==> config.mk <==
export PLATFORM = sky130hd
export DESIGN_NAME = pca_counter_capture_regs
export DESIGN_NICKNAME = d
export VERILOG_FILES = /design/src/verilog/pca_regs_pkg.sv /design/src/verilog/array_counter_unit.sv /design/src/verilog/capture_channel.sv /design/src/verilog/pca_counter_capture_regs.sv
export SDC_FILE = /design/constraint.sdc
export NUM_CORES = 1
export LEC_CHECK = 0
export ABC_AREA = 1
export BUFFER_PORTS_ARGS = -buffer_cell sky130_fd_sc_hd__buf_2
export CORE_ASPECT_RATIO = 2
export CORE_UTILIZATION = 45
export CTS_CLUSTER_DIAMETER = 40
export DETAILED_ROUTE_END_ITERATION = 8
export PLACE_DENSITY_LB_ADDON = 0.08
export SYNTH_ARGS = -nofsm -noshare
export SYNTH_HDL_FRONTEND = slang
export SYNTH_SLANG_ARGS = --single-unit
==> constraint.sdc <==
create_clock -name clk_i -period 2.2 [get_ports clk_i]
set_clock_uncertainty 0.2 [all_clocks]
set_input_delay 0.33 -clock clk_i [delete_from_list [all_inputs] [get_ports clk_i]]
set_output_delay 0.33 -clock clk_i [all_outputs]
set_load 0.03 [all_outputs]
==> src/verilog/pca_regs_pkg.sv <==
// constants shared by the counter array register block and its sub-units.
// assumes an 8-bit special-function-register space with single-cycle strobes.
package pca_regs_pkg;

   localparam int BYTE_W = 8;
   localparam int COUNT_W = 16;
   localparam int NUM_CHANNELS = 6;
   // module that doubles as the watchdog timer
   localparam int WATCHDOG_CHANNEL = 5;

   ////////////////////////////////////////////////////////////////////////////
   // register addresses
   localparam logic [7:0] ADDR_COUNTER_LOW = 8'hF9;
   localparam logic [7:0] ADDR_COUNTER_HIGH = 8'hFA;
   // capture low / high byte per module, module 0 in the lowest byte
   localparam logic [47:0] CAP_LOW_ADDRS = {8'hD2, 8'hFD, 8'hED, 8'hEB, 8'hE9, 8'hFB};
   localparam logic [47:0] CAP_HIGH_ADDRS = {8'hD3, 8'hFE, 8'hEE, 8'hEC, 8'hEA, 8'hFC};

   ////////////////////////////////////////////////////////////////////////////
   // reset values and fixed codes
   localparam logic [7:0] RESET_BYTE = 8'h00;
   localparam logic [15:0] RESET_WORD = 16'h0000;
   localparam logic [15:0] COUNT_STEP = 16'h0001;
   localparam logic [7:0] UNMAPPED_READ = 8'h00;
   localparam logic ECOM_RESET = 1'b0;

endpackage

==> src/verilog/array_counter_unit.sv <==
// 16-bit array counter with its high-byte snapshot.
// assumes write and snapshot strobes are single-cycle and already decoded.
`timescale 1ns/1ps

module array_counter_unit (
   input wire logic clk_i,
   input wire logic srst_i,
   input wire logic run_i,
   input wire logic wr_low_i,
   input wire logic wr_high_i,
   input wire logic [7:0] wr_data_i,
   input wire logic lock_i,
   input wire logic snap_i,
   output logic [15:0] count_o,
   output logic [7:0] snapshot_o
);

   typedef struct packed {
      logic [15:0] count;
      logic [7:0] snap;
   } cnt_s;

   cnt_s state_reg;
   cnt_s state_next;

   always_comb begin
      state_next = state_reg;
      if (wr_low_i && !lock_i) begin
         state_next.count = {state_reg.count[15:8], wr_data_i};
      end else if (wr_high_i && !lock_i) begin
         state_next.count = {wr_data_i, state_reg.count[7:0]};
      end else if (run_i) begin
         state_next.count = state_reg.count + pca_regs_pkg::COUNT_STEP;
      end
      if (snap_i) begin
         state_next.snap = state_reg.count[15:8];
      end
   end

   always_ff @(posedge clk_i) begin
      if (srst_i) begin
         state_reg <= '{count: pca_regs_pkg::RESET_WORD, snap: pca_regs_pkg::RESET_BYTE};
      end else begin
         state_reg <= state_next;
      end
   end

   assign count_o = state_reg.count;
   assign snapshot_o = state_reg.snap;

endmodule

==> src/verilog/capture_channel.sv <==
// one capture/compare module: value, auto-reload value, comparator enable.
// assumes single-cycle decoded write strobes for its own two byte addresses.
`timescale 1ns/1ps

module capture_channel (
   input wire logic clk_i,
   input wire logic srst_i,
   input wire logic wr_low_i,
   input wire logic wr_high_i,
   input wire logic [7:0] wr_data_i,
   input wire logic reload_sel_i,
   input wire logic lock_i,
   input wire logic [15:0] counter_i,
   output logic [15:0] cap_value_o,
   output logic [15:0] reload_value_o,
   output logic ecom_o,
   output logic match_o
);

   typedef struct packed {
      logic [15:0] cap;
      logic [15:0] reload;
      logic ecom;
      logic match;
   } chan_s;

   chan_s state_reg;
   chan_s state_next;

   always_comb begin
      state_next = state_reg;
      if (wr_low_i) begin
         if (reload_sel_i) begin
            state_next.reload[7:0] = wr_data_i;
         end else begin
            state_next.cap[7:0] = wr_data_i;
         end
         if (!lock_i) begin
            state_next.ecom = 1'b0;
         end
      end
      if (wr_high_i) begin
         if (reload_sel_i) begin
            state_next.reload[15:8] = wr_data_i;
         end else begin
            state_next.cap[15:8] = wr_data_i;
         end
         if (!lock_i) begin
            state_next.ecom = 1'b1;
         end
      end
      state_next.match = state_reg.ecom && (counter_i == state_reg.cap);
   end

   always_ff @(posedge clk_i) begin
      if (srst_i) begin
         state_reg <= '{cap: pca_regs_pkg::RESET_WORD, reload: pca_regs_pkg::RESET_WORD,
                        ecom: pca_regs_pkg::ECOM_RESET, match: 1'b0};
      end else begin
         state_reg <= state_next;
      end
   end

   assign cap_value_o = state_reg.cap;
   assign reload_value_o = state_reg.reload;
   assign ecom_o = state_reg.ecom;
   assign match_o = state_reg.match;

endmodule

==> src/verilog/pca_counter_capture_regs.sv <==
// register side of the programmable counter array: counter bytes,
// six capture/compare modules and the read path of the register space.
// assumes the processor drives one-cycle read/write strobes with a stable address.
`timescale 1ns/1ps

// Notes on behaviour
// - high byte reads return the latched snapshot
// - watchdog enabled blocks counter high writes
// - capture low byte holds bits 7:0
// - capture high byte holds bits 15:8
// - reload select redirects both capture bytes
// - low byte write clears comparator enable
// - high byte write sets comparator enable
// - watchdog locks counter low, module five mode
// - counter low byte read/write, reset zero
// - comparator enable activates compare against counter
module pca_counter_capture_regs (
   input wire logic clk_i,
   input wire logic srst_i,
   input wire logic [7:0] sfr_addr_i,
   input wire logic sfr_wr_i,
   input wire logic sfr_rd_i,
   input wire logic [7:0] sfr_wdata_i,
   input wire logic watchdog_enable_i,
   input wire logic auto_reload_select_i,
   input wire logic count_run_i,
   output logic [7:0] sfr_rdata_o,
   output logic sfr_rvalid_o,
   output logic [15:0] array_counter_o,
   output logic [5:0] comparator_function_enable_o,
   output logic [5:0] match_o,
   output logic [95:0] reload_value_o
);

   typedef struct packed {
      logic [7:0] rd_data;
      logic rd_valid;
   } rd_s;

   rd_s state_reg;
   rd_s state_next;

   logic counter_low_hit;
   logic counter_high_hit;
   logic [5:0] cap_low_hit;
   logic [5:0] cap_high_hit;
   logic [15:0] count;
   logic [7:0] snapshot;
   logic [95:0] cap_values;
   logic [95:0] reload_values;
   logic [5:0] ecom;
   logic [5:0] match;

   ////////////////////////////////////////////////////////////////////////////
   // address decode

   assign counter_low_hit = (sfr_addr_i == pca_regs_pkg::ADDR_COUNTER_LOW);
   assign counter_high_hit = (sfr_addr_i == pca_regs_pkg::ADDR_COUNTER_HIGH);

   ////////////////////////////////////////////////////////////////////////////
   // counter

   array_counter_unit i_array_counter_unit (
      .clk_i(clk_i),
      .srst_i(srst_i),
      .run_i(count_run_i),
      .wr_low_i(sfr_wr_i && counter_low_hit),
      .wr_high_i(sfr_wr_i && counter_high_hit),
      .wr_data_i(sfr_wdata_i),
      .lock_i(watchdog_enable_i),
      .snap_i(sfr_rd_i && counter_low_hit),
      .count_o(count),
      .snapshot_o(snapshot)
   );

   ////////////////////////////////////////////////////////////////////////////
   // capture/compare modules

   genvar gi;
   generate
      for (gi = 0; gi < pca_regs_pkg::NUM_CHANNELS; gi++) begin : g_chan
         assign cap_low_hit[gi] = (sfr_addr_i == pca_regs_pkg::CAP_LOW_ADDRS[gi*8 +: 8]);
         assign cap_high_hit[gi] = (sfr_addr_i == pca_regs_pkg::CAP_HIGH_ADDRS[gi*8 +: 8]);

         capture_channel i_capture_channel (
            .clk_i(clk_i),
            .srst_i(srst_i),
            .wr_low_i(sfr_wr_i && cap_low_hit[gi]),
            .wr_high_i(sfr_wr_i && cap_high_hit[gi]),
            .wr_data_i(sfr_wdata_i),
            .reload_sel_i(auto_reload_select_i),
            .lock_i(watchdog_enable_i && (gi == pca_regs_pkg::WATCHDOG_CHANNEL)),
            .counter_i(count),
            .cap_value_o(cap_values[gi*16 +: 16]),
            .reload_value_o(reload_values[gi*16 +: 16]),
            .ecom_o(ecom[gi]),
            .match_o(match[gi])
         );
      end
   endgenerate

   ////////////////////////////////////////////////////////////////////////////
   // read path: data leaves a register one cycle after the strobe

   always_comb begin
      state_next.rd_valid = sfr_rd_i;
      state_next.rd_data = state_reg.rd_data;
      if (sfr_rd_i) begin
         if (counter_low_hit) begin
            state_next.rd_data = count[7:0];
         end else if (counter_high_hit) begin
            state_next.rd_data = snapshot;
         end else begin
            state_next.rd_data = pca_regs_pkg::UNMAPPED_READ;
            for (int i = 0; i < pca_regs_pkg::NUM_CHANNELS; i++) begin
               // the reload select steers reads the same way as writes
               if (cap_low_hit[i]) begin
                  state_next.rd_data = auto_reload_select_i ? reload_values[i*16 +: 8]
                                                            : cap_values[i*16 +: 8];
               end else if (cap_high_hit[i]) begin
                  state_next.rd_data = auto_reload_select_i ? reload_values[i*16+8 +: 8]
                                                            : cap_values[i*16+8 +: 8];
               end
            end
         end
      end
   end

   always_ff @(posedge clk_i) begin
      if (srst_i) begin
         state_reg <= '{rd_data: pca_regs_pkg::RESET_BYTE, rd_valid: 1'b0};
      end else begin
         state_reg <= state_next;
      end
   end

   assign sfr_rdata_o = state_reg.rd_data;
   assign sfr_rvalid_o = state_reg.rd_valid;
   assign array_counter_o = count;
   assign comparator_function_enable_o = ecom;
   assign match_o = match;
   assign reload_value_o = reload_values;

   ////////////////////////////////////////////////////////////////////////////
   // checks

   a_snap_on_low: assert property (
      @(posedge clk_i) disable iff (srst_i)
      sfr_rd_i && counter_low_hit |=> snapshot == $past(count[15:8]))
      else $error("snapshot not loaded from counter at low byte read");

   a_high_read_shadow: assert property (
      @(posedge clk_i) disable iff (srst_i)
      sfr_rd_i && counter_high_hit |=> sfr_rvalid_o && sfr_rdata_o == $past(snapshot))
      else $error("high byte read did not return the snapshot");

   a_snap_held: assert property (
      @(posedge clk_i) disable iff (srst_i)
      !(sfr_rd_i && counter_low_hit) |=> $stable(snapshot))
      else $error("snapshot changed without a low byte read");

   a_high_wr_locked: assert property (
      @(posedge clk_i) disable iff (srst_i)
      sfr_wr_i && counter_high_hit && watchdog_enable_i && !count_run_i |=> $stable(count))
      else $error("counter high byte changed while watchdog enabled");

   a_low_wr_locked: assert property (
      @(posedge clk_i) disable iff (srst_i)
      sfr_wr_i && counter_low_hit && watchdog_enable_i && !count_run_i |=> $stable(count))
      else $error("counter low byte changed while watchdog enabled");

   a_low_wr_value: assert property (
      @(posedge clk_i) disable iff (srst_i)
      sfr_wr_i && counter_low_hit && !watchdog_enable_i |=>
         count[7:0] == $past(sfr_wdata_i) && count[15:8] == $past(count[15:8]))
      else $error("counter low byte write not stored");

   a_cap_reset_zero: assert property (
      @(posedge clk_i)
      srst_i |=> cap_values[7:0] == pca_regs_pkg::RESET_BYTE && cap_values[15:8] == pca_regs_pkg::RESET_BYTE)
      else $error("capture value not zero after reset");

   a_cap_high_write: assert property (
      @(posedge clk_i) disable iff (srst_i)
      sfr_wr_i && cap_high_hit[0] && !auto_reload_select_i |=>
         cap_values[15:8] == $past(sfr_wdata_i) && cap_values[7:0] == $past(cap_values[7:0]))
      else $error("capture high byte write not stored in bits 15:8");

   a_reload_redirect: assert property (
      @(posedge clk_i) disable iff (srst_i)
      sfr_wr_i && cap_low_hit[0] && auto_reload_select_i |=>
         reload_values[7:0] == $past(sfr_wdata_i) && cap_values[15:0] == $past(cap_values[15:0]))
      else $error("reload select did not redirect the low byte write");

   a_low_clears_ecom: assert property (
      @(posedge clk_i) disable iff (srst_i)
      sfr_wr_i && cap_low_hit[0] |=> !ecom[0])
      else $error("low byte write did not clear comparator enable");

   a_high_sets_ecom: assert property (
      @(posedge clk_i) disable iff (srst_i)
      sfr_wr_i && cap_high_hit[0] |=> ecom[0])
      else $error("high byte write did not set comparator enable");

   a_wd_mode_locked: assert property (
      @(posedge clk_i) disable iff (srst_i)
      watchdog_enable_i && sfr_wr_i && (cap_low_hit[5] || cap_high_hit[5]) |=> $stable(ecom[5]))
      else $error("module five enable changed while watchdog enabled");

   a_match_gated: assert property (
      @(posedge clk_i) disable iff (srst_i)
      ecom[0] && count == cap_values[15:0] |=> match[0])
      else $error("enabled comparator missed a counter match");

   a_no_match_off: assert property (
      @(posedge clk_i) disable iff (srst_i)
      !ecom[0] |=> !match[0])
      else $error("disabled comparator reported a match");

   a_low_read_value: assert property (
      @(posedge clk_i) disable iff (srst_i)
      sfr_rd_i && counter_low_hit |=> sfr_rvalid_o && sfr_rdata_o == $past(count[7:0]))
      else $error("counter low byte read returned the wrong value");

   a_high_wr_value: assert property (
      @(posedge clk_i) disable iff (srst_i)
      sfr_wr_i && counter_high_hit && !watchdog_enable_i |=>
         count[15:8] == $past(sfr_wdata_i) && count[7:0] == $past(count[7:0]))
      else $error("counter high byte write not stored while unlocked");

   a_count_step: assert property (
      @(posedge clk_i) disable iff (srst_i)
      count_run_i && !(sfr_wr_i && !watchdog_enable_i && (counter_low_hit || counter_high_hit)) |=>
         count == $past(count) + pca_regs_pkg::COUNT_STEP)
      else $error("running counter did not step by one");

   a_count_idle: assert property (
      @(posedge clk_i) disable iff (srst_i)
      !count_run_i && !(sfr_wr_i && !watchdog_enable_i && (counter_low_hit || counter_high_hit)) |=>
         $stable(count))
      else $error("stopped counter changed without a write");

   a_counter_reset: assert property (
      @(posedge clk_i)
      srst_i |=> count == pca_regs_pkg::RESET_WORD && snapshot == pca_regs_pkg::RESET_BYTE)
      else $error("counter or snapshot not zero after reset");

   // every module gets the same byte, enable and compare checks
   genvar gc;
   generate
      for (gc = 0; gc < pca_regs_pkg::NUM_CHANNELS; gc++) begin : g_chan_chk
         a_cap_low_write: assert property (
            @(posedge clk_i) disable iff (srst_i)
            sfr_wr_i && cap_low_hit[gc] && !auto_reload_select_i |=>
               cap_values[gc*16 +: 8] == $past(sfr_wdata_i))
            else $error("capture low byte write not stored");

         a_cap_low_read: assert property (
            @(posedge clk_i) disable iff (srst_i)
            sfr_rd_i && cap_low_hit[gc] && !auto_reload_select_i |=>
               sfr_rdata_o == $past(cap_values[gc*16 +: 8]))
            else $error("capture low byte read returned the wrong value");

         a_cap_high_store: assert property (
            @(posedge clk_i) disable iff (srst_i)
            sfr_wr_i && cap_high_hit[gc] && !auto_reload_select_i |=>
               cap_values[gc*16+8 +: 8] == $past(sfr_wdata_i))
            else $error("capture high byte write not stored");

         a_cap_high_read: assert property (
            @(posedge clk_i) disable iff (srst_i)
            sfr_rd_i && cap_high_hit[gc] && !auto_reload_select_i |=>
               sfr_rdata_o == $past(cap_values[gc*16+8 +: 8]))
            else $error("capture high byte read returned the wrong value");

         a_reload_high_write: assert property (
            @(posedge clk_i) disable iff (srst_i)
            sfr_wr_i && cap_high_hit[gc] && auto_reload_select_i |=>
               reload_values[gc*16+8 +: 8] == $past(sfr_wdata_i) &&
               cap_values[gc*16 +: 16] == $past(cap_values[gc*16 +: 16]))
            else $error("reload select did not redirect the high byte write");

         a_reload_read: assert property (
            @(posedge clk_i) disable iff (srst_i)
            sfr_rd_i && cap_low_hit[gc] && auto_reload_select_i |=>
               sfr_rdata_o == $past(reload_values[gc*16 +: 8]))
            else $error("reload select did not steer the low byte read");

         a_low_clears_each: assert property (
            @(posedge clk_i) disable iff (srst_i)
            sfr_wr_i && cap_low_hit[gc] && (gc != pca_regs_pkg::WATCHDOG_CHANNEL || !watchdog_enable_i) |=>
               !ecom[gc])
            else $error("low byte write did not clear the module enable");

         a_high_sets_each: assert property (
            @(posedge clk_i) disable iff (srst_i)
            sfr_wr_i && cap_high_hit[gc] && (gc != pca_regs_pkg::WATCHDOG_CHANNEL || !watchdog_enable_i) |=>
               ecom[gc])
            else $error("high byte write did not set the module enable");

         a_enable_sw_only: assert property (
            @(posedge clk_i) disable iff (srst_i)
            !(sfr_wr_i && (cap_low_hit[gc] || cap_high_hit[gc])) |=> $stable(ecom[gc]))
            else $error("module enable changed without a capture byte write");

         a_match_each: assert property (
            @(posedge clk_i) disable iff (srst_i)
            ecom[gc] && count == cap_values[gc*16 +: 16] |=> match[gc])
            else $error("enabled module missed a counter match");

         a_no_match_each: assert property (
            @(posedge clk_i) disable iff (srst_i)
            !ecom[gc] |=> !match[gc])
            else $error("disabled module reported a match");
      end
   endgenerate

endmodule

==> results.md <==
* Outcome: finished with violations
* Violations in the final reports: setup timing
* Most Frequent Cell on Critical Path: sky130_fd_sc_hd__buf_4
* Slew at the pin closest to its max-slew limit at 650 ps
* Maximum cell stage delay along the critical path at 400 ps
* Crit path arrival time at 2530 ps
* Buffer depth of the longest clock path at 3
* Dominant delay contributor by cell family on the critical path: buffers and inverters
* VDD IR-drop max at 745 uV
* Final-report hold violation count at 0
* Hold/Removal Path Class: input pin to flop
* Final Max Tran Viols at 0
* Synth async-reset ratio at 0%
* Later-pin clock latency in the skew report at 600 ps
* Critical path data required time at 2520 ps
* Worst Hold Slack at 30.8 ps
* Crit path kind: flop to flop
* Routability cong. at 1.03
* Share of the cycle needed by the critical path after routing at 101%
* Height of the chip at 233 microns
* Tightest slew margin relative to the limit at 56.7%
* Routed length per placed instance at 25.1 microns
* CTS clk-pin slew, worst paths at 70 ps
* Fraction of the yosys area taken by sequential cells at 39.5%
* Sinks on Clock Net at 237
* Mean instance size in the synthesized netlist at 7.08 sq um
* Io pins at 156
* Setup repair after global routing missed its margin: false
* Period minus WS final at 2210 ps
* Critical path, cell by cell: buf_4 > inv_1 > buf_4 > o22ai_1 > nor4_1 > buf_4 > nand3_1 > nor2_1
* Initial detailed-routing violation count at 1358
* Area inside the core boundary at 0.0263 sq mm
* Area of the die at 0.0274 sq mm
* Main synth FF type: sky130_fd_sc_hd__dfxtp_1
* Layout cell share with drive strength beyond 1 at 24.1%
* Total design power at 9.98 mW
* CTS tree: done
* Post-Route WL at 58300 microns
* Type of origin of the critical path: flop
* Number of instances in the placed design at 2258
* Commonest cells after routing, fill and taps aside: sky130_fd_sc_hd__nand2_1 (305), sky130_fd_sc_hd__o21ai_0 (248), sky130_fd_sc_hd__dfxtp_1 (230), sky130_fd_sc_hd__a21oi_1 (229), sky130_fd_sc_hd__buf_4 (174)
* Maximum level of the CTS H-tree at 1
* Power per cell area at 649 mW/mm^2
* Post-Synthesis Cells at 1699
* Number of violations of the max-capacitance limit at 0
* Die width at 118 microns
* Net count, final at 1978
* Vias per Instance at 5.91
* Leakage component of the power at 6.71 nW
* Nets in the synthesized netlist at 1723
* Detailed-router iteration count before antenna repair at 6
* Critical path endpoint category: flop
* Vias post-DR at 13712
* Area of the mapped netlist at 0.0120 sq mm
* Initial cell density of the core at 45.8%
* Grt total ovfl at 0
* Post-Place Cell Area at 0.0142 sq mm
* Setup slack after placement at -481 ps
* Slowest-stage cell, CP: sky130_fd_sc_hd__nor4_1
* Number of synthesized register bits at 237
* Antenna violation net count after detailed routing at 0
* Count of distinct cell types in the synthesized netlist at 40
* Final setup vio count at 1
* Cell at the root of the clock tree: sky130_fd_sc_hd__clkbuf_16
* First-pass GRT wire length at 84100 microns
* Final setup TNS at -14.4 ps
* Site Rows at 84
* Number of flops mapped to enable cells by yosys at 0
* Most common cell after layout, fill and taps aside: sky130_fd_sc_hd__nand2_1
* DRC violation count after routing at 0
* Warnings, synthesis at 0
* Crit Path Max Fanout at 4
* Non-filler instance count after layout at 2320
* Final WS setup at -14.4 ps
* Post-route cell area at 0.0154 sq mm
* Critical path buffers and inverters at 4
* Largest net degree at the start of global routing at 56
* Antenna violations before repair at 0
* Worst reg-to-reg setup slack at -10 ps
* Buffers added on ports at 155
* Vias in the first global route at 13256
* Clock buffer count from CTS at 29
* Total Routing Usage GR at 42.0%
* Area growth, synth to finish at 27.8%
* Final core utilization at 58.5%
* Detailed placement HPWL at 43600 microns
* Upper clock frequency limit at 452 MHz
==> synth_stat cells, types with 3 or more instances <==
cell type,number,area [sq um]
sky130_fd_sc_hd__o21ai_0,250,1250
sky130_fd_sc_hd__or2_2,7,43.8
sky130_fd_sc_hd__nor3_1,6,30.0
sky130_fd_sc_hd__buf_2,35,175
sky130_fd_sc_hd__o22ai_1,51,319
sky130_fd_sc_hd__nor4_1,13,81.3
sky130_fd_sc_hd__xnor2_1,3,26.3
sky130_fd_sc_hd__nand3_1,80,400
sky130_fd_sc_hd__o21ai_1,3,15.0
sky130_fd_sc_hd__nor2_4,17,191
sky130_fd_sc_hd__nand2_1,307,1150
sky130_fd_sc_hd__a221oi_1,16,140
sky130_fd_sc_hd__a2111oi_0,4,35.0
sky130_fd_sc_hd__buf_6,6,67.6
sky130_fd_sc_hd__nor2_1,49,184
sky130_fd_sc_hd__inv_2,12,45.0
sky130_fd_sc_hd__a21oi_1,229,1150
sky130_fd_sc_hd__inv_1,160,601
sky130_fd_sc_hd__buf_4,28,210
sky130_fd_sc_hd__nand2_2,10,62.6
sky130_fd_sc_hd__o211ai_1,40,300
sky130_fd_sc_hd__xor2_1,19,166
sky130_fd_sc_hd__clkinv_1,10,37.5
sky130_fd_sc_hd__clkbuf_1,61,229
sky130_fd_sc_hd__o2111ai_1,3,26.3
sky130_fd_sc_hd__nand4_1,19,119
sky130_fd_sc_hd__nor2_2,8,50.1
sky130_fd_sc_hd__dfxtp_1,237,4740
==> worst reg2reg max path, cell delays in order (launching register included) <==
cell and delay (ps):
sky130_fd_sc_hd__dfxtp_2 350, sky130_fd_sc_hd__buf_4 140, sky130_fd_sc_hd__inv_1 300, sky130_fd_sc_hd__buf_4 230, sky130_fd_sc_hd__o22ai_1 80, sky130_fd_sc_hd__nor4_1 400, sky130_fd_sc_hd__buf_4 180, sky130_fd_sc_hd__nand3_1 80
sky130_fd_sc_hd__nor2_1 170
==> state kept, by name, indices dropped and copies added (netlist names), named ones only <==
signal / flops
g_chan.i_capture_channel.match_o: 6
sfr_rdata_o: 8
g_chan.i_capture_channel.cap_value_o: 96
g_chan.i_capture_channel.reload_value_o: 96
g_chan.i_capture_channel.ecom_o: 5
i_array_counter_unit.count_o: 16
i_array_counter_unit.snapshot_o: 8
sfr_rvalid_o: 1
==> where the power goes <==
part	internal, mW	total (mW)	switching (mW)
Clock	2.78	4.96	2.18
Sequential	4.30	4.31	0.00974
Combinational	0.205	0.705	0.499
Total	7.29	9.98	2.69
==> path summary, 6_finish.rpt <==
check,cells after the start,startpoint,endpoint
max reg2reg,8,i_array_counter_unit.count_o[0],g_chan[3].i_capture_channel.match_o
min,3,sfr_wdata_i[5],g_chan[4].i_capture_channel.cap_value_o[13]
max,8,i_array_counter_unit.count_o[0],g_chan[3].i_capture_channel.match_o
min reg2reg,2,i_array_counter_unit.snapshot_o[5],i_array_counter_unit.snapshot_o[5]
==> kinds of logic after synthesis <==
group,share of synthesized area [%]
AOI/OAI and AO/OA,27.3
xor gates and xnor gates,1.60
adders and majority gates,0.104
buffers and inverters,11.4
DFF,39.5
and+or+nand+nor,20.1
==> timing repair <==
action,in CTS,in global routing
endpoints found under the setup margin,9,11
resized for setup,6,21
hold buffers,8,0
endpoints found under the hold margin,11,0
pin swaps,0,6
setup buffers,0,1
==> layer usage <==
| layer | routed length, microns | track usage [%] | part of all wire (%) | up-vias |
|---|---|---|---|---|
| li1 | - | - | - | 6276 |
| met1 | 19500 | 42.4 | 34 | 6386 |
| met2 | 28100 | 72.5 | 48 | 760 |
| met3 | 4520 | 8.06 | 7.8 | 290 |
| met4 | 6090 | 40.0 | 10 | 0 |
| met5 | 0 | 0 | 0 | - |
==> cell type report <==
type / count / area, sq um
Antenna cell: 1 / 2.50
Clock buffer: 34 / 754
Clock inverter: 18 / 223
Fill cell: 2600 / 10900
Inverter: 182 / 686
Multi-Input combinational cell: 1149 / 5990
Sequential cell: 237 / 4750
Tap cell: 344 / 430
Timing Repair Buffer: 355 / 2540
(Power assumes the default switching activity.)
